==> src/rtl/adcsq_pkg.sv <==
// package of offsets, fields and constants for the conversion sequencer
package adcsq_pkg;
   // ******************************
   // register offsets (byte addresses = 4 * index)
   // ******************************
   localparam logic [7:0] ADCSQ_IDX_SEQ_CTRL = 8'h65;
   localparam logic [7:0] ADCSQ_IDX_SEQ_STAT = 8'h66;
   localparam logic [7:0] ADCSQ_IDX_DONE_STAT = 8'h67;
   localparam logic [7:0] ADCSQ_IDX_TEST_HI = 8'h68;
   localparam logic [7:0] ADCSQ_IDX_TEST_LO = 8'h69;
   localparam logic [7:0] ADCSQ_IDX_CTRL_TWO = 8'h62;
   localparam logic [7:0] ADCSQ_IDX_MODE = 8'h6a;
   localparam logic [7:0] ADCSQ_IDX_RES_BASE = 8'h70;
   localparam logic [7:0] ADCSQ_IDX_RES_LAST = 8'h7f;
   // ******************************
   // field positions
   // ******************************
   localparam int ADCSQ_CTL_EIGHT = 6;
   localparam int ADCSQ_CTL_SCAN = 5;
   localparam int ADCSQ_CTL_MULTICHANNEL_ENABLE = 4;
   localparam int ADCSQ_STAT_SCF = 7;
   localparam int ADCSQ_CTL2_FFC = 6;
   localparam int ADCSQ_CTL2_TEN = 5;
   localparam int ADCSQ_MODE_SPECIAL = 0;
   // ******************************
   // reset values and timing
   // ******************************
   localparam logic [7:0] ADCSQ_RST_CTRL = 8'h00;
   localparam logic [7:0] ADCSQ_RST_FLAGS = 8'h00;
   localparam logic [9:0] ADCSQ_RST_SAR = 10'h000;
   localparam logic [3:0] ADCSQ_CONV_CYCLES = 4'ha;
   localparam logic [9:0] ADCSQ_MID_CODE = 10'h200;
   typedef enum logic [1:0] {ADCSQ_IDLE, ADCSQ_CONV, ADCSQ_STORE} adcsq_state_t;
endpackage

==> src/rtl/adcsq_top.sv <==
// sequencer control, status flags, result slots and apb register file
// **********************************
// Overview of operation
// - control write restarts, aborting and clearing flags
// - control register read/write any time
// - eight-select picks four or eight conversions
// - scan repeats sequences, else halt
// - single mode converts one selected channel
// - multichannel steps consecutive group channels
// - four-mode groups: inputs, reserved, references
// - eight-mode: inputs or references in slots 4-7
// - midpoint always converts to 80 (half scale forced)
// - sequence flag set after first sequence
// - normal clear: control write clears sequence flag
// - fast clear: reading result slot 0 clears it
// - three-bit counter shows next slot
// - per-slot done flags sticky until cleared
// - fast clear: result read clears flag
// - normal: status then result read clears
// - status writable only in special mode
// - test registers zero unless special mode
// - test bytes read/load approximation bits
// - fast clear on any result access
// - scan restarts sequence automatically
// - ten-bit low bits in result low 7:6
// **********************************
`timescale 1ns/1ps
module adcsq_top
   import adcsq_pkg::*;
(
   input wire logic clk_sys_i,
   input wire logic rst_i,
   input wire logic psel_i,
   input wire logic penable_i,
   input wire logic pwrite_i,
   input wire logic [11:0] paddr_i,
   input wire logic [31:0] pwdata_i,
   output logic [31:0] prdata_o,
   output logic pready_o,
   output logic pslverr_o,
   input wire logic cmp_i,
   output logic [3:0] mux_sel_o,
   output logic mux_ref_o,
   output logic [9:0] sar_o,
   output logic busy_o
);
   // ******************************
   // bus decode
   // ******************************
   logic acc;
   logic wr;
   logic rd;
   logic [7:0] idx;
   logic aligned;
   logic [7:0] wbyte;
   assign acc = psel_i & penable_i & pready_o;
   assign wr = acc & pwrite_i;
   assign rd = acc & ~pwrite_i;
   assign idx = paddr_i[9:2];
   assign aligned = (paddr_i[1:0] == 2'b00) & ~paddr_i[11] & ~paddr_i[10];
   assign wbyte = pwdata_i[7:0];
   function automatic logic hit(input logic [7:0] a, input logic [7:0] i, input logic ok);
      hit = ok & (a == i);
   endfunction
   logic sel_ctl, sel_stat, sel_done, sel_th, sel_tl, sel_c2, sel_mode, sel_res, mapped;
   assign sel_ctl = hit(idx, ADCSQ_IDX_SEQ_CTRL, aligned);
   assign sel_stat = hit(idx, ADCSQ_IDX_SEQ_STAT, aligned);
   assign sel_done = hit(idx, ADCSQ_IDX_DONE_STAT, aligned);
   assign sel_th = hit(idx, ADCSQ_IDX_TEST_HI, aligned);
   assign sel_tl = hit(idx, ADCSQ_IDX_TEST_LO, aligned);
   assign sel_c2 = hit(idx, ADCSQ_IDX_CTRL_TWO, aligned);
   assign sel_mode = hit(idx, ADCSQ_IDX_MODE, aligned);
   assign sel_res = aligned & (idx >= ADCSQ_IDX_RES_BASE) & (idx <= ADCSQ_IDX_RES_LAST);
   assign mapped = sel_ctl | sel_stat | sel_done | sel_th | sel_tl | sel_c2 | sel_mode
                   | sel_res;
   // ******************************
   // registers
   // ******************************
   logic [7:0] ctl_reg;
   logic [1:0] c2_reg;
   logic special_reg;
   logic scf_reg;
   logic [7:0] ccf_reg;
   logic [7:0] ccf_next;
   logic scf_next;
   logic [7:0] armed_reg;
   logic [2:0] cnt_reg;
   logic first_reg;
   adcsq_state_t st_reg;
   adcsq_state_t st_next;
   logic ffc, ten, eight, scan, multichannel_enable;
   assign ffc = c2_reg[1];
   assign ten = c2_reg[0];
   assign eight = ctl_reg[ADCSQ_CTL_EIGHT];
   assign scan = ctl_reg[ADCSQ_CTL_SCAN];
   assign multichannel_enable = ctl_reg[ADCSQ_CTL_MULTICHANNEL_ENABLE];
   logic ctl_wr;
   assign ctl_wr = wr & sel_ctl;
   // ******************************
   // channel selection
   // ******************************
   logic [3:0] chan;
   logic [2:0] slot;
   logic [2:0] last;
   logic [1:0] grp;
   // group taken from the upper select bits, low bits from the counter
   assign grp = eight ? {ctl_reg[3], 1'b0} : ctl_reg[3:2];
   assign chan = multichannel_enable ? (eight ? {ctl_reg[3], cnt_reg} : {grp, cnt_reg[1:0]})
                      : ctl_reg[3:0];
   assign slot = cnt_reg;
   assign last = eight ? 3'h7 : 3'h3;
   // ******************************
   // approximation engine
   // ******************************
   logic start_conv, sar_done, sar_busy, sar_load;
   logic [9:0] sar_val, sar_load_val, conv_val;
   logic is_mid;
   assign is_mid = (chan == 4'he);
   // midpoint forced to half scale: 8-bit view gives 80
   assign conv_val = is_mid ? ADCSQ_MID_CODE : sar_val;
   assign sar_load = special_reg & wr & (sel_th | sel_tl);
   assign sar_load_val = sel_th ? {wbyte, sar_val[1:0]} : {sar_val[9:2], wbyte[7:6]};
   assign start_conv = (st_reg == ADCSQ_IDLE) & (st_next == ADCSQ_CONV);
   adcsq_sar u_sar (
      .clk_sys_i(clk_sys_i),
      .rst_i(rst_i),
      .start_i(start_conv),
      .abort_i(ctl_wr),
      .cmp_i(cmp_i),
      .load_i(sar_load),
      .load_val_i(sar_load_val),
      .sar_o(sar_val),
      .busy_o(sar_busy),
      .done_o(sar_done)
   );
   logic [9:0] mem_rdata;
   adcsq_result_mem u_mem (
      .clk_sys_i(clk_sys_i),
      .we_i(sar_done & ~ctl_wr),
      .waddr_i(slot),
      .wdata_i(conv_val),
      .raddr_i(paddr_i[5:3]),
      .rdata_o(mem_rdata)
   );
   // ******************************
   // sequencer
   // ******************************
   logic run_reg;
   logic seq_end;
   assign seq_end = sar_done & (cnt_reg == last);
   always_comb begin
      st_next = st_reg;
      case (st_reg)
         ADCSQ_IDLE: begin
            if (run_reg & ~ctl_wr) begin
               st_next = ADCSQ_CONV;
            end
         end
         ADCSQ_CONV: begin
            if (ctl_wr) begin
               st_next = ADCSQ_IDLE;
            end else if (sar_done) begin
               st_next = ADCSQ_STORE;
            end
         end
         ADCSQ_STORE: begin
            st_next = ADCSQ_IDLE;
         end
         default: begin
            st_next = ADCSQ_IDLE;
         end
      endcase
   end
   // ******************************
   // flags
   // ******************************
   logic [7:0] res_bit;
   logic [7:0] set_bit;
   logic stat_read_reg;
   logic res_rd;
   assign res_rd = acc & sel_res & ~pwrite_i;
   // slot is index bits 3:1, i.e. byte address bits 5:3
   assign res_bit = 8'h01 << paddr_i[5:3];
   assign set_bit = (sar_done & ~ctl_wr) ? (8'h01 << slot) : 8'h00;
   always_comb begin
      ccf_next = ccf_reg;
      scf_next = scf_reg;
      if (ffc & acc & sel_res) begin
         ccf_next = ccf_next & ~res_bit;
      end else if (~ffc & res_rd & armed_reg[paddr_i[5:3]]) begin
         ccf_next = ccf_next & ~res_bit;
      end
      if (ffc & res_rd & (paddr_i[5:3] == 3'h0)) begin
         scf_next = 1'b0;
      end
      if (special_reg & wr & sel_done) begin
         ccf_next = wbyte;
      end
      if (special_reg & wr & sel_stat) begin
         scf_next = wbyte[ADCSQ_STAT_SCF];
      end
      ccf_next = ccf_next | set_bit;
      if (seq_end & first_reg & ~ctl_wr) begin
         scf_next = 1'b1;
      end
      if (ctl_wr) begin
         ccf_next = ADCSQ_RST_FLAGS;
         scf_next = 1'b0;
      end
   end
   always_ff @(posedge clk_sys_i or posedge rst_i) begin
      if (rst_i) begin
         ctl_reg <= ADCSQ_RST_CTRL;
         c2_reg <= 2'b00;
         special_reg <= 1'b0;
         scf_reg <= 1'b0;
         ccf_reg <= ADCSQ_RST_FLAGS;
         armed_reg <= 8'h00;
         cnt_reg <= 3'h0;
         first_reg <= 1'b0;
         run_reg <= 1'b0;
         st_reg <= ADCSQ_IDLE;
      end else begin
         st_reg <= st_next;
         scf_reg <= scf_next;
         ccf_reg <= ccf_next;
         if (ctl_wr) begin
            ctl_reg <= wbyte;
            cnt_reg <= 3'h0;
            first_reg <= 1'b1;
            run_reg <= 1'b1;
         end else if (seq_end) begin
            cnt_reg <= 3'h0;
            first_reg <= 1'b0;
            run_reg <= scan;
         end else if (sar_done) begin
            cnt_reg <= cnt_reg + 3'h1;
         end
         if (wr & sel_c2) begin
            c2_reg <= {wbyte[ADCSQ_CTL2_FFC], wbyte[ADCSQ_CTL2_TEN]};
         end
         if (wr & sel_mode) begin
            special_reg <= wbyte[ADCSQ_MODE_SPECIAL];
         end
         // a status read arms the flags set at that moment
         if (rd & sel_done) begin
            armed_reg <= ccf_reg;
         end else if (res_rd) begin
            armed_reg <= armed_reg & ~res_bit;
         end
      end
   end
   // ******************************
   // read mux and outputs
   // ******************************
   logic [7:0] rdata;
   logic [7:0] res_byte;
   logic [9:0] mem_view;
   assign mem_view = ten ? mem_rdata : {mem_rdata[9:2], 2'b00};
   assign res_byte = paddr_i[2] ? {mem_view[1:0], 6'h00} : mem_view[9:2];
   assign rdata = sel_ctl ? ctl_reg :
                  sel_stat ? {scf_reg, 4'h0, cnt_reg} :
                  sel_done ? ccf_reg :
                  sel_th ? (special_reg ? sar_val[9:2] : 8'h00) :
                  sel_tl ? (special_reg ? {sar_val[1:0], 6'h00} : 8'h00) :
                  sel_c2 ? {1'b0, c2_reg, 5'h00} :
                  sel_mode ? {7'h00, special_reg} : 8'h00;
   logic res_phase;
   assign res_phase = psel_i & ~penable_i & sel_res & ~pwrite_i;
   logic unused_busy;
   assign unused_busy = sar_busy;
   // engine register drives the pin: a second stage would make the
   // comparator judge the previous trial
   assign sar_o = sar_val;
   // result reads wait one cycle for the memory register
   always_ff @(posedge clk_sys_i or posedge rst_i) begin
      if (rst_i) begin
         prdata_o <= 32'h0;
         pready_o <= 1'b0;
         pslverr_o <= 1'b0;
         mux_sel_o <= 4'h0;
         mux_ref_o <= 1'b0;
         busy_o <= 1'b0;
      end else begin
         pready_o <= psel_i & penable_i & ~pready_o & ~res_phase;
         pslverr_o <= psel_i & penable_i & ~pready_o & ~mapped;
         prdata_o <= {24'h0, sel_res ? res_byte : rdata};
         mux_sel_o <= chan;
         mux_ref_o <= (chan[3:2] == 2'b11);
         busy_o <= run_reg | (st_reg != ADCSQ_IDLE);
      end
   end
endmodule

==> src/rtl/adcsq_result_mem.sv <==
// eight-slot memory of ten-bit conversion results
`timescale 1ns/1ps
module adcsq_result_mem (
   input wire logic clk_sys_i,
   input wire logic we_i,
   input wire logic [2:0] waddr_i,
   input wire logic [9:0] wdata_i,
   input wire logic [2:0] raddr_i,
   output logic [9:0] rdata_o
);
   logic [9:0] mem_reg [0:7];
   // no reset: result contents are undefined until first written
   always_ff @(posedge clk_sys_i) begin
      if (we_i) begin
         mem_reg[waddr_i] <= wdata_i;
      end
      rdata_o <= mem_reg[raddr_i];
   end
endmodule

==> src/rtl/adcsq_sar.sv <==
// successive approximation engine, one bit per clock
`timescale 1ns/1ps
module adcsq_sar
   import adcsq_pkg::*;
(
   input wire logic clk_sys_i,
   input wire logic rst_i,
   input wire logic start_i,
   input wire logic abort_i,
   input wire logic cmp_i,
   input wire logic load_i,
   input wire logic [9:0] load_val_i,
   output logic [9:0] sar_o,
   output logic busy_o,
   output logic done_o
);
   logic [3:0] bit_reg;
   logic [3:0] bit_next;
   logic [9:0] trial;
   assign bit_next = bit_reg - 4'h1;
   assign trial = sar_o | (10'h001 << bit_reg);
   // comparator answers for the trial value presented on sar_o
   always_ff @(posedge clk_sys_i or posedge rst_i) begin
      if (rst_i) begin
         sar_o <= ADCSQ_RST_SAR;
         bit_reg <= 4'h0;
         busy_o <= 1'b0;
         done_o <= 1'b0;
      end else begin
         done_o <= 1'b0;
         if (abort_i) begin
            busy_o <= 1'b0;
         end else if (start_i) begin
            sar_o <= 10'h200;
            bit_reg <= 4'h9;
            busy_o <= 1'b1;
         end else if (busy_o) begin
            sar_o <= cmp_i ? sar_o : (sar_o & ~(10'h001 << bit_reg));
            if (bit_reg == 4'h0) begin
               busy_o <= 1'b0;
               done_o <= 1'b1;
            end else begin
               bit_reg <= bit_next;
               sar_o <= (cmp_i ? sar_o : (sar_o & ~(10'h001 << bit_reg)))
                        | (10'h001 << bit_next);
            end
         end else if (load_i) begin
            sar_o <= load_val_i;
         end
      end
   end
   logic unused_trial;
   assign unused_trial = ^trial;
endmodule

==> config.mk <==
export PLATFORM = sky130hd
export DESIGN_NAME = adcsq_top
export DESIGN_NICKNAME = d
export VERILOG_FILES = /design/src/rtl/adcsq_pkg.sv /design/src/rtl/adcsq_top.sv /design/src/rtl/adcsq_result_mem.sv /design/src/rtl/adcsq_sar.sv
export SDC_FILE = /design/constraint.sdc
export NUM_CORES = 1
export LEC_CHECK = 0
export BUFFER_PORTS_ARGS = -buffer_cell sky130_fd_sc_hd__buf_2
export CELL_PAD_IN_SITES_DETAIL_PLACEMENT = 1
export CELL_PAD_IN_SITES_GLOBAL_PLACEMENT = 1
export CORE_MARGIN = 2
export CORE_UTILIZATION = 42
export DETAILED_ROUTE_END_ITERATION = 6
export HOLD_SLACK_MARGIN = 0.05
export PLACE_DENSITY_LB_ADDON = 0.08
export SLEW_MARGIN = 20
export SYNTH_ARGS = -nofsm -noshare
export SYNTH_HDL_FRONTEND = slang
export SYNTH_SLANG_ARGS = --single-unit
==> constraint.sdc <==
create_clock -name clk_sys_i -period 2.2 [get_ports clk_sys_i]
set_input_delay 0.22 -clock clk_sys_i [delete_from_list [all_inputs] [get_ports clk_sys_i]]
set_output_delay 0.22 -clock clk_sys_i [all_outputs]
set_load 0.02 [all_outputs]
==> results of run 1 <==
[cell usage after synthesis (all sizes together), types with 9 or more instances]
cell,count
clkbuf,21
inv,15
ha,11
a32oi,9
nor3,16
dfxtp,10
a31o,9
o21ai,25
nand2b,9
buf,35
and2,13
edfxtp,80
mux2,16
a21oi,13
dfrtp,67
mux4,22
nor2,33
nor4,10
nand3,16
nand2,81
[cell families (layout without fill, tap and decap cells)]
family	Yosys count	in the layout	synth area share, %
other	1	24	0.0494
and+or+nand+nor	212	212	15.2
AOI/OAI and AO/OA	121	121	11.5
buffers and inverters	71	152	5.40
DFF	157	157	56.3
xor gates and xnor gates	1	1	0.115
muxes	43	43	9.55
adders and majority gates	11	11	1.81
[cell type report]
cell class	instances	area, µm²
Fill cell	1885	8840
Timing Repair Buffer	105	793
Inverter	15	56.3
Tap cell	229	287
Sequential cell	157	4280
Clock inverter	13	134
Clock buffer	19	443
Multi-Input combinational cell	412	3010
[metrics by stage]
| step | instance area [µm²] | worst slack [ns] | TNS (ns) | total power [mW] |
|---|---|---|---|---|
| floorplan | 7680 | -0.0785 | -4.61 | 5.34 |
| global placement | 8380 | 0.0108 | 0 | 6.11 |
| detailed placement | 8380 | 0.00808 | 0 | 6.21 |
| CTS | 8990 | 0.0604 | 0 | 9.12 |
| global route | 9000 | 0.000316 | 0 | 9.51 |
| finish | 9000 | 0.0628 | 0 | 9.08 |
[what timing repair did]
item / 4_1_cts / 5_1_grt
hold buffers: 3 / 0
hold endpoints to repair: 68 / 0
resized for setup: 0 / 3
endpoints found under the setup margin: 0 / 8
[where the power goes]
group	internal, mW	switching (mW)
clock network	1.55	1.35
registers	3.54	0.391
logic	0.868	1.39
[metal layers]
metal	global-route usage (%)	vias to the layer above	share of wire (%)
li1	-	2465	-
met5	0	-	0
met2	37.2	141	48
met1	33.0	2772	47
met4	6.82	0	1.7
met3	3.98	28	3.8
[worst min-delay path by stage]
stage	startpoint	to	slack, ns	cells after the start
floorplan	pwdata_i[0]	ctl_reg[0]$_DFFE_PP0P_	0.33	2
global placement	rst_i	pslverr_o$_DFF_PP0_	0.33	3
detailed placement	rst_i	pslverr_o$_DFF_PP0_	0.34	3
CTS	pwdata_i[4]	ctl_reg[4]$_DFFE_PP0P_	0.05	3
global route	pwdata_i[2]	ctl_reg[2]$_DFFE_PP0P_	0.07	3
finish	pwdata_i[2]	ctl_reg[2]$_DFFE_PP0P_	0.07	3
[tightest hold or removal path: cells and delay by family]
family	cells	cell delay (ns)
simple gates	2	0.10
buf+inv	1	0.14
[cells in the final DEF (no fill, tap or decap), types with 10 or more instances in the layout]
cell / n
nand2_1: 80
edfxtp_1: 80
dfrtp_1: 66
buf_2: 51
buf_4: 41
nor2_1: 32
o21ai_0: 24
conb_1: 24
mux4_2: 22
clkbuf_16: 17
nand3_1: 16
mux2_2: 15
nor3_1: 15
inv_1: 14
a21oi_1: 13
and2_1: 12
ha_1: 11
buf_12: 10
dfxtp_1: 10
==> impl_metrics.tcl, run 1 <==
set metrics [dict create \
    status "finished clean" \
    r2r_cells 4 \
    cts_setup_buffers 0 \
    io_pins 100 \
    critPathRequiredTime_ns 2.56 \
    yosysTopAreaCellShare_pct 31.6 \
    num_vias 5406 \
    drc 0 \
    avgRoutedWirePerCell_um 22.9 \
    cts_buffers 17 \
    critPathCaptureType "flip-flop" \
    wirelength_um 21700 \
    setup_viol 0 \
    crit_chain "dlygate4sd3_1 -> buf_2 -> and3_2 -> and3_1 -> a21oi_1 -> a31o_2" \
    start_util_pct 42.6 \
    largest_register_ffs 80 \
    cts-root-buf "clkbuf_16" \
    grt_usage_pct 23.3 \
    cts_tree "built" \
    synth.largest_area_cell "edfxtp_1" \
    gp_congestion 0.862 \
    dieArea_mm2 0.0192 \
    nets 769 \
    worstPathArrival_ns 2.50 \
    vdd.ir_drop.worst_mv 0.694 \
    fin_crit_sh_pct 97.1 \
    rsz0062_at_grt "true" \
    path_delay_family "compound AO/OA/AOI/OAI gates" \
    hold_path_class "primary input to flip-flop" \
    synth.yosys.seq_area_share_pct 56.3 \
    clock_skew_ns 0.00888 \
    async_reset_ff_share_pct 42.7 \
    ff2ff_setup_slack_ns 0.07 \
    clk_latency_ns 0.43 \
    syn_area_mm2 0.00760 \
    worstMarginPinSlew_ns 0.886 \
    fin_cells 950 \
    ys_types 76 \
    clock_path_buffers 2 \
    grt_first_pass_wirelength_um 34200 \
    max_stage_delay_ns 0.77 \
    viasPerCell 5.69 \
    n_antenna_cell 0 \
    p_leak_nw 3.69 \
    startpoint "psel_i" \
    hpwl_um 15700 \
    maxCapViolCount 0 \
    r2r-start "pready_o$_DFF_PP0_" \
    cp_max_fo 11 \
    fmax_ghz 0.468 \
    die_width_um 139 \
    firstDrtPassIters 5 \
    drtIter0Drc 419 \
    power_per_cell_area_mw_per_mm2 1010 \
    path_depth 6 \
    htreeDepth 4 \
    synth_edf_count 80 \
    slew_headroom_pct 41.0 \
    yosysWarnings 0 \
    worstSetupPathType "primary input to flip-flop" \
    place_inst 915 \
    syn_area_per_cell_um2 12.3 \
    port_buffers 51 \
    drive_above_1_share_pct 28.2 \
    synthCells 617 \
    grt-ovfl-total 0 \
    drtAntennaViolNets 0 \
    clock-sinks 157 \
    crit_end "ccf_reg[5]$_DFF_PP0_" \
    die_height_um 139 \
    timing.hold.ws_ns 0.0702 \
    min_period_ns 2.14 \
    grt_antenna_before_repair 0 \
    slew_viol_final 0 \
    areaGrowthSynthToFinish_pct 18.4 \
    rr_endpoint "ccf_reg[5]$_DFF_PP0_" \
    finalHoldViolCount 0 \
    rows 49 \
    core_mm2 0.0178 \
    final_core_util_pct 50.4 \
    synth_seq_cells 157 \
    cp_slowest_cell "a21oi_1" \
    cts.clk_slew.worst_paths_ns 0.07 \
    yosys-top-cells-area "edfxtp_1, dfrtp_1, mux4_2, nand2_1, buf_4" \
    cp-start-kind "primary input" \
    synth-main-ff-cell "edfxtp_1" \
    grt_max_degree 68 \
    critPathBufInv 2 \
    grt_pass1_vias 5669 \
]
(Power assumes the default switching activity.)
==> run 2, diff against run 1 <==
--- a/config.mk
+++ b/config.mk
@@ -5,12 +5,12 @@
 export SDC_FILE = /design/constraint.sdc
 export NUM_CORES = 1
 export LEC_CHECK = 0
-export BUFFER_PORTS_ARGS = -buffer_cell sky130_fd_sc_hd__buf_2
 export CELL_PAD_IN_SITES_DETAIL_PLACEMENT = 1
 export CELL_PAD_IN_SITES_GLOBAL_PLACEMENT = 1
 export CORE_MARGIN = 2
-export CORE_UTILIZATION = 42
+export CORE_UTILIZATION = 46
 export DETAILED_ROUTE_END_ITERATION = 6
+export DONT_BUFFER_PORTS = 1
 export HOLD_SLACK_MARGIN = 0.05
 export PLACE_DENSITY_LB_ADDON = 0.08
 export SLEW_MARGIN = 20
==> constraint.sdc (replaced) <==
create_clock -name clk_sys_i -period 2.2 [get_ports clk_sys_i]
set_input_delay 0.11 -clock clk_sys_i [delete_from_list [all_inputs] [get_ports clk_sys_i]]
set_output_delay 0.11 -clock clk_sys_i [all_outputs]
set_load 0.02 [all_outputs]
==> impl_metrics.tcl, run 2 (same netlist as run 1, synthesis figures left out) <==
set metrics [dict create \
    cts.clk_slew.worst_paths_ns 0.06 \
    rows 46 \
    slew_viol_final 0 \
    fin_crit_sh_pct 98.3 \
    cp_max_fo 26 \
    largest_register_ffs 80 \
    drc 0 \
    clockPowerShare_pct 31.8 \
    clock_skew_ns 0.0103 \
    worstSetupPathType "primary input to flip-flop" \
    p_leak_nw 3.45 \
    gp_congestion 0.875 \
    setup_viol 0 \
    grt_pass1_vias 5502 \
    wirelength_um 22200 \
    grt_max_degree 40 \
    avgRoutedWirePerCell_um 24.9 \
    dieArea_mm2 0.0176 \
    worstMarginPinSlew_ns 0.978 \
    status "finished clean" \
    hpwl_um 14900 \
    clk_latency_ns 0.43 \
    cp-start-kind "primary input" \
    start_util_pct 47.5 \
    die_width_um 133 \
    areaGrowthSynthToFinish_pct 14.5 \
    pwr-share-comb_pct 23.9 \
    worstPathArrival_ns 2.48 \
    critPathCaptureType "flip-flop" \
    min_period_ns 2.16 \
    slew_headroom_pct 34.6 \
    switching_share_pct 33.1 \
    switchingPower_mw 2.95 \
    cts-root-buf "clkbuf_16" \
    grt_first_pass_wirelength_um 34100 \
    drtAntennaViolNets 0 \
    final_core_util_pct 54.4 \
    htreeDepth 4 \
    grt_antenna_before_repair 1 \
    port_buffers 0 \
    core_mm2 0.0160 \
    layout_common_cells "nand2_1, edfxtp_1, dfrtp_1" \
    grt_usage_pct 26.2 \
    fin_cells 893 \
    p_int_mw 5.97 \
    io_pins 100 \
    rsz0062_at_grt "false" \
    firstDrtPassIters 5 \
    hold_path_class "primary input to flip-flop" \
    clock-sinks 157 \
    power_per_cell_area_mw_per_mm2 1020 \
    place_inst 842 \
    num_vias 5323 \
    finalHoldViolCount 0 \
    pwr-share-seq_pct 44.3 \
    drtIter0Drc 417 \
    setup_tns_ns 0 \
    die_height_um 133 \
    nets 724 \
    viasPerCell 5.96 \
    critPathRequiredTime_ns 2.51 \
    clock_path_buffers 2 \
    grt-ovfl-total 0 \
    maxCapViolCount 0 \
    drive_above_1_share_pct 21.0 \
    cts_tree "built" \
    cts_buffers 17 \
    vdd.ir_drop.worst_mv 0.501 \
    fmax_ghz 0.462 \
]
## run 2: final timing paths
check / start / end / slack [ns] / cells past startpoint
setup / recovery: paddr_i[3] / u_sar.sar_o[3]$_DFFE_PP0P_ / 0.04 / 6
hold / removal: paddr_i[3] / u_mem.rdata_o[8]$_DFF_P_ / 0.07 / 2
setup reg to reg: u_sar.bit_reg[0]$_DFFE_PP0P_ / u_sar.sar_o[6]$_DFFE_PP0P_ / 0.18 / 8
hold reg to reg: ctl_reg[7]$_DFFE_PP0P_ / ctl_reg[7]$_DFFE_PP0P_ / 0.48 / 2
max in group asynchronous: rst_i / cnt_reg[2]$_DFFE_PP0P_ / 1.26 / 3
min in group asynchronous: rst_i / pslverr_o$_DFF_PP0_ / 0.26 / 2
## run 2: worst max-delay path, cell delays in order
cell and delay (ns):
dlygate4sd3_1 0.84, nor3b_4 0.41, nand4_1 0.20, o21a_1 0.25
or2_1 0.31, mux2_1 0.33
## run 2: power groups by stage
stage,combinational (mW),sequential [mW],clock (mW)
floorplan,1.46,3.88,0
global placement,1.97,3.99,0
detailed placement,2.03,4.00,0
CTS,2.11,3.94,2.88
global route,2.35,3.99,3.00
finish,2.13,3.95,2.83
## run 2: final cells by class
class                      instances  area [µm²]
timing repair buffer              60         518
multi-input combinational        412        3020
tap                              216         270
clock buffer                      19         433
sequential                       157        4280
fill                            1717        7300
antenna                            1        2.50
inverter                          15        56.3
clock inverter                    13         128
## run 2: repair_timing
item	CTS	global route
setup buffers	0	0
endpoints found under the hold margin	74	0
hold buffers	18	0
setup endpoints to repair	0	9
gates resized for setup	0	3
## run 2: through the flow
step / setup WS, ns / hold WS, ns / cell area, µm² / power [mW]
global placement: 0.0647 / 0.141 / 7930 / 5.96
floorplan: -0.0785 / 0.222 / 7680 / 5.34
CTS: 0.00474 / 0.0571 / 8680 / 8.93
global route: 0.0186 / 0.0565 / 8700 / 9.34
finish: 0.0365 / 0.0725 / 8700 / 8.91
detailed placement: 0.0986 / 0.146 / 7930 / 6.04
## run 2: metal layers
metal	global-route usage [%]	share of wire [%]	vias to the layer above
li1	-	-	2372
met4	7.77	1.6	0
met1	35.9	45	2748
met3	7.13	6.2	25
met5	0	0	-
met2	41.0	47	178
==> run 3, diff against run 2 <==
--- a/config.mk
+++ b/config.mk
@@ -8,7 +8,7 @@
 export CELL_PAD_IN_SITES_DETAIL_PLACEMENT = 1
 export CELL_PAD_IN_SITES_GLOBAL_PLACEMENT = 1
 export CORE_MARGIN = 2
-export CORE_UTILIZATION = 46
+export CORE_UTILIZATION = 47
 export DETAILED_ROUTE_END_ITERATION = 6
 export DONT_BUFFER_PORTS = 1
 export HOLD_SLACK_MARGIN = 0.05
@@ -16,4 +16,5 @@
 export SLEW_MARGIN = 20
 export SYNTH_ARGS = -nofsm -noshare
 export SYNTH_HDL_FRONTEND = slang
+export SYNTH_HIERARCHICAL = 1
 export SYNTH_SLANG_ARGS = --single-unit
==> impl_metrics.tcl, run 3 <==
set metrics [dict create \
    status "finished clean" \
    setup_viol 0 \
    yosys-top-cells-area "edfxtp_1, dfrtp_1, mux4_1, mux2_2, dfxtp_1" \
    p_leak_nw 3.65 \
    areaGrowthSynthToFinish_pct 17.7 \
    viasPerCell 6.22 \
    critPathRequiredTime_ns 2.53 \
    yosysWarnings 6 \
    port_buffers 0 \
    cts_buffers 17 \
    whs_endpoint "u_mem/rdata_o[8]$_DFF_P_" \
    num_vias 5783 \
    cp_max_fo 11 \
    drtIter0Drc 576 \
    rows 47 \
    start_util_pct 48.1 \
    synth_top_cells_by_count "edfxtp_1, dfrtp_1, mux2_2" \
    grt_first_pass_wirelength_um 36200 \
    min_period_ns 2.08 \
    cts_tree "built" \
    clock-sinks 157 \
    die_height_um 134 \
    fmax_ghz 0.482 \
    nets 756 \
    worstPathArrival_ns 2.41 \
    final_core_util_pct 56.6 \
    ff2ff_setup_slack_ns 0.12 \
    slew_headroom_pct 26.2 \
    die_width_um 134 \
    grt_usage_pct 27.3 \
    total_power_mw 8.88 \
    ys_types 75 \
    place_inst 872 \
    htreeDepth 4 \
    grt_max_degree 52 \
    wirelength_um 23800 \
    clk_latency_ns 0.43 \
    clock_path_buffers 2 \
    setup_ws_ns 0.124 \
    finalHoldViolCount 0 \
    rsz0062_at_grt "false" \
    synth_seq_cells 157 \
    syn_area_per_cell_um2 12.4 \
    layout_common_cells "edfxtp_1, dfrtp_1, buf_4" \
    rr_endpoint "u_sar/sar_o[1]$_DFFE_PP0P_" \
    cts.clk_slew.worst_paths_ns 0.07 \
    hold_path_class "primary input to flip-flop" \
    synth_edf_count 80 \
    grt_pass1_vias 5999 \
    cp-start-kind "flip-flop" \
    io_pins 100 \
    hold_start "paddr_i[3]" \
    syn_area_mm2 0.00798 \
    r2r-start "pready_o$_DFF_PP0_" \
    synthCells 645 \
    fin_cells 929 \
    synth.largest_area_cell "edfxtp_1" \
    maxCapViolCount 0 \
    clock_skew_ns 0.00965 \
    dieArea_mm2 0.0180 \
    place_ws_ns -0.137 \
    grt-ovfl-total 0 \
    critPathCaptureType "flip-flop" \
    drtAntennaViolNets 0 \
    power_per_cell_area_mw_per_mm2 946 \
    hpwl_um 15700 \
    avgRoutedWirePerCell_um 25.6 \
    worstMarginPinSlew_ns 1.10 \
    timing.hold.ws_ns 0.0595 \
    drc 0 \
    largest_register_ffs 80 \
    async_reset_ff_share_pct 42.7 \
    fin_crit_sh_pct 94.4 \
    vdd.ir_drop.worst_mv 0.619 \
    drive_above_1_share_pct 22.7 \
    r2r_cells 9 \
    synth-main-ff-cell "edfxtp_1" \
    slew_viol_final 0 \
    whs_path_depth 2 \
    yosysTopAreaCellShare_pct 30.1 \
    synth.yosys.seq_area_share_pct 53.6 \
    grt_antenna_before_repair 1 \
    firstDrtPassIters 5 \
    gp_congestion 0.868 \
    worstSetupPathType "flip-flop to flip-flop" \
    cts-root-buf "clkbuf_16" \
    core_mm2 0.0166 \
    final_common_cell "edfxtp_1" \
    yosysMostFrequentCell "edfxtp_1" \
]
run 3: cell count changes in the layout (fill, tap and decap cells not counted), sizes merged, moves of 6 or more:
cell    change
buf        +11
nand3      +14
inv         +6
o32ai      +10
nand4      +12
nand2      -47
o221ai      +6
o22ai      +10
nor3        -6
a31o        -9
mux2       +22
nor2        -6
run 3: critical path, stage by stage, from the launching register on:
cell and delay [ns]:
dfrtp_1 0.38, and3_4 0.19, buf_4 0.17, and3_1 0.21, and3_4 0.20, nor2b_2 0.17
buf_4 0.17, a221oi_2 0.26, o21ai_1 0.09, o211ai_1 0.14
run 3: worst max path at each step:
stage                                  from                          to  slack (ns)  depth (start not counted)
2_1_floorplan                    paddr_i[1]  u_sar/sar_o[7]$_DFFE_PP0P_       -0.32                         12
3_3_place_gp                     paddr_i[1]  u_sar/sar_o[9]$_DFFE_PP0P_       -0.07                          8
3_5_place_dp                     paddr_i[1]  u_sar/sar_o[8]$_DFFE_PP0P_       -0.14                          8
4_1_cts                  pready_o$_DFF_PP0_  u_sar/sar_o[1]$_DFFE_PP0P_      -0.003                          9
5_1_grt        u_sar/bit_reg[0]$_DFFE_PP0P_  u_sar/sar_o[9]$_DFFE_PP0P_        0.02                          6
6_report                 pready_o$_DFF_PP0_  u_sar/sar_o[1]$_DFFE_PP0P_        0.12                          9
run 3: cell families (layout without fill, tap and decap cells):
kind of cell	Yosys count	count (layout)	share of synthesized area (%)
AND/OR/NAND/NOR	194	194	14.4
XOR/XNOR	1	1	0.110
adder cells (fa/ha/maj)	11	11	1.73
AO/OA/AOI/OAI	130	130	11.4
other	1	25	0.0470
multiplexers	63	63	13.0
buffers and inverters	88	128	5.77
flip-flops	157	157	53.6
run 3: repair_timing:
| action | 4_1_cts | 5_1_grt |
|---|---|---|
| endpoints found under the setup margin | 42 | 18 |
| pin swaps | 2 | 2 |
| buffers inserted | 1 | 1 |
| endpoints found under the hold margin | 118 | 1 |
| gates resized for setup | 9 | 7 |
| hold buffers | 21 | 1 |
run 3: through the flow:
step | TNS [ns] | area [µm²]
3_3_place_gp | -0.717 | 8490
6_report | 0 | 9390
3_5_place_dp | -1.60 | 8490
4_1_cts | -0.00316 | 9340
5_1_grt | 0 | 9390
2_1_floorplan | -3.46 | 8190
run 3: layout make-up:
| class | count | area (µm²) |
|---|---|---|
| Sequential cell | 157 | 4280 |
| Tap cell | 220 | 275 |
| Antenna cell | 1 | 2.50 |
| Timing Repair Buffer | 75 | 691 |
| Fill cell | 1684 | 7190 |
| Multi-Input combinational cell | 423 | 3490 |
| Clock buffer | 20 | 437 |
| Inverter | 21 | 78.8 |
| Clock inverter | 12 | 133 |
run 3: power breakdown:
part | internal (mW) | switching, mW | leakage [nW]
clock network | 1.60 | 1.29 | 0.274
logic | 0.844 | 1.27 | 1.68
registers | 3.48 | 0.403 | 1.70
total | 5.92 | 2.96 | 3.65
run 3: layer usage:
layer  up-vias  track usage, %  routed length [µm]
met5         -               0                   0
met4         0            10.6                 706
met3        41            6.58                1390
met2       216            44.9               11700
met1      2957            35.1                9970
li1       2569               -                   -
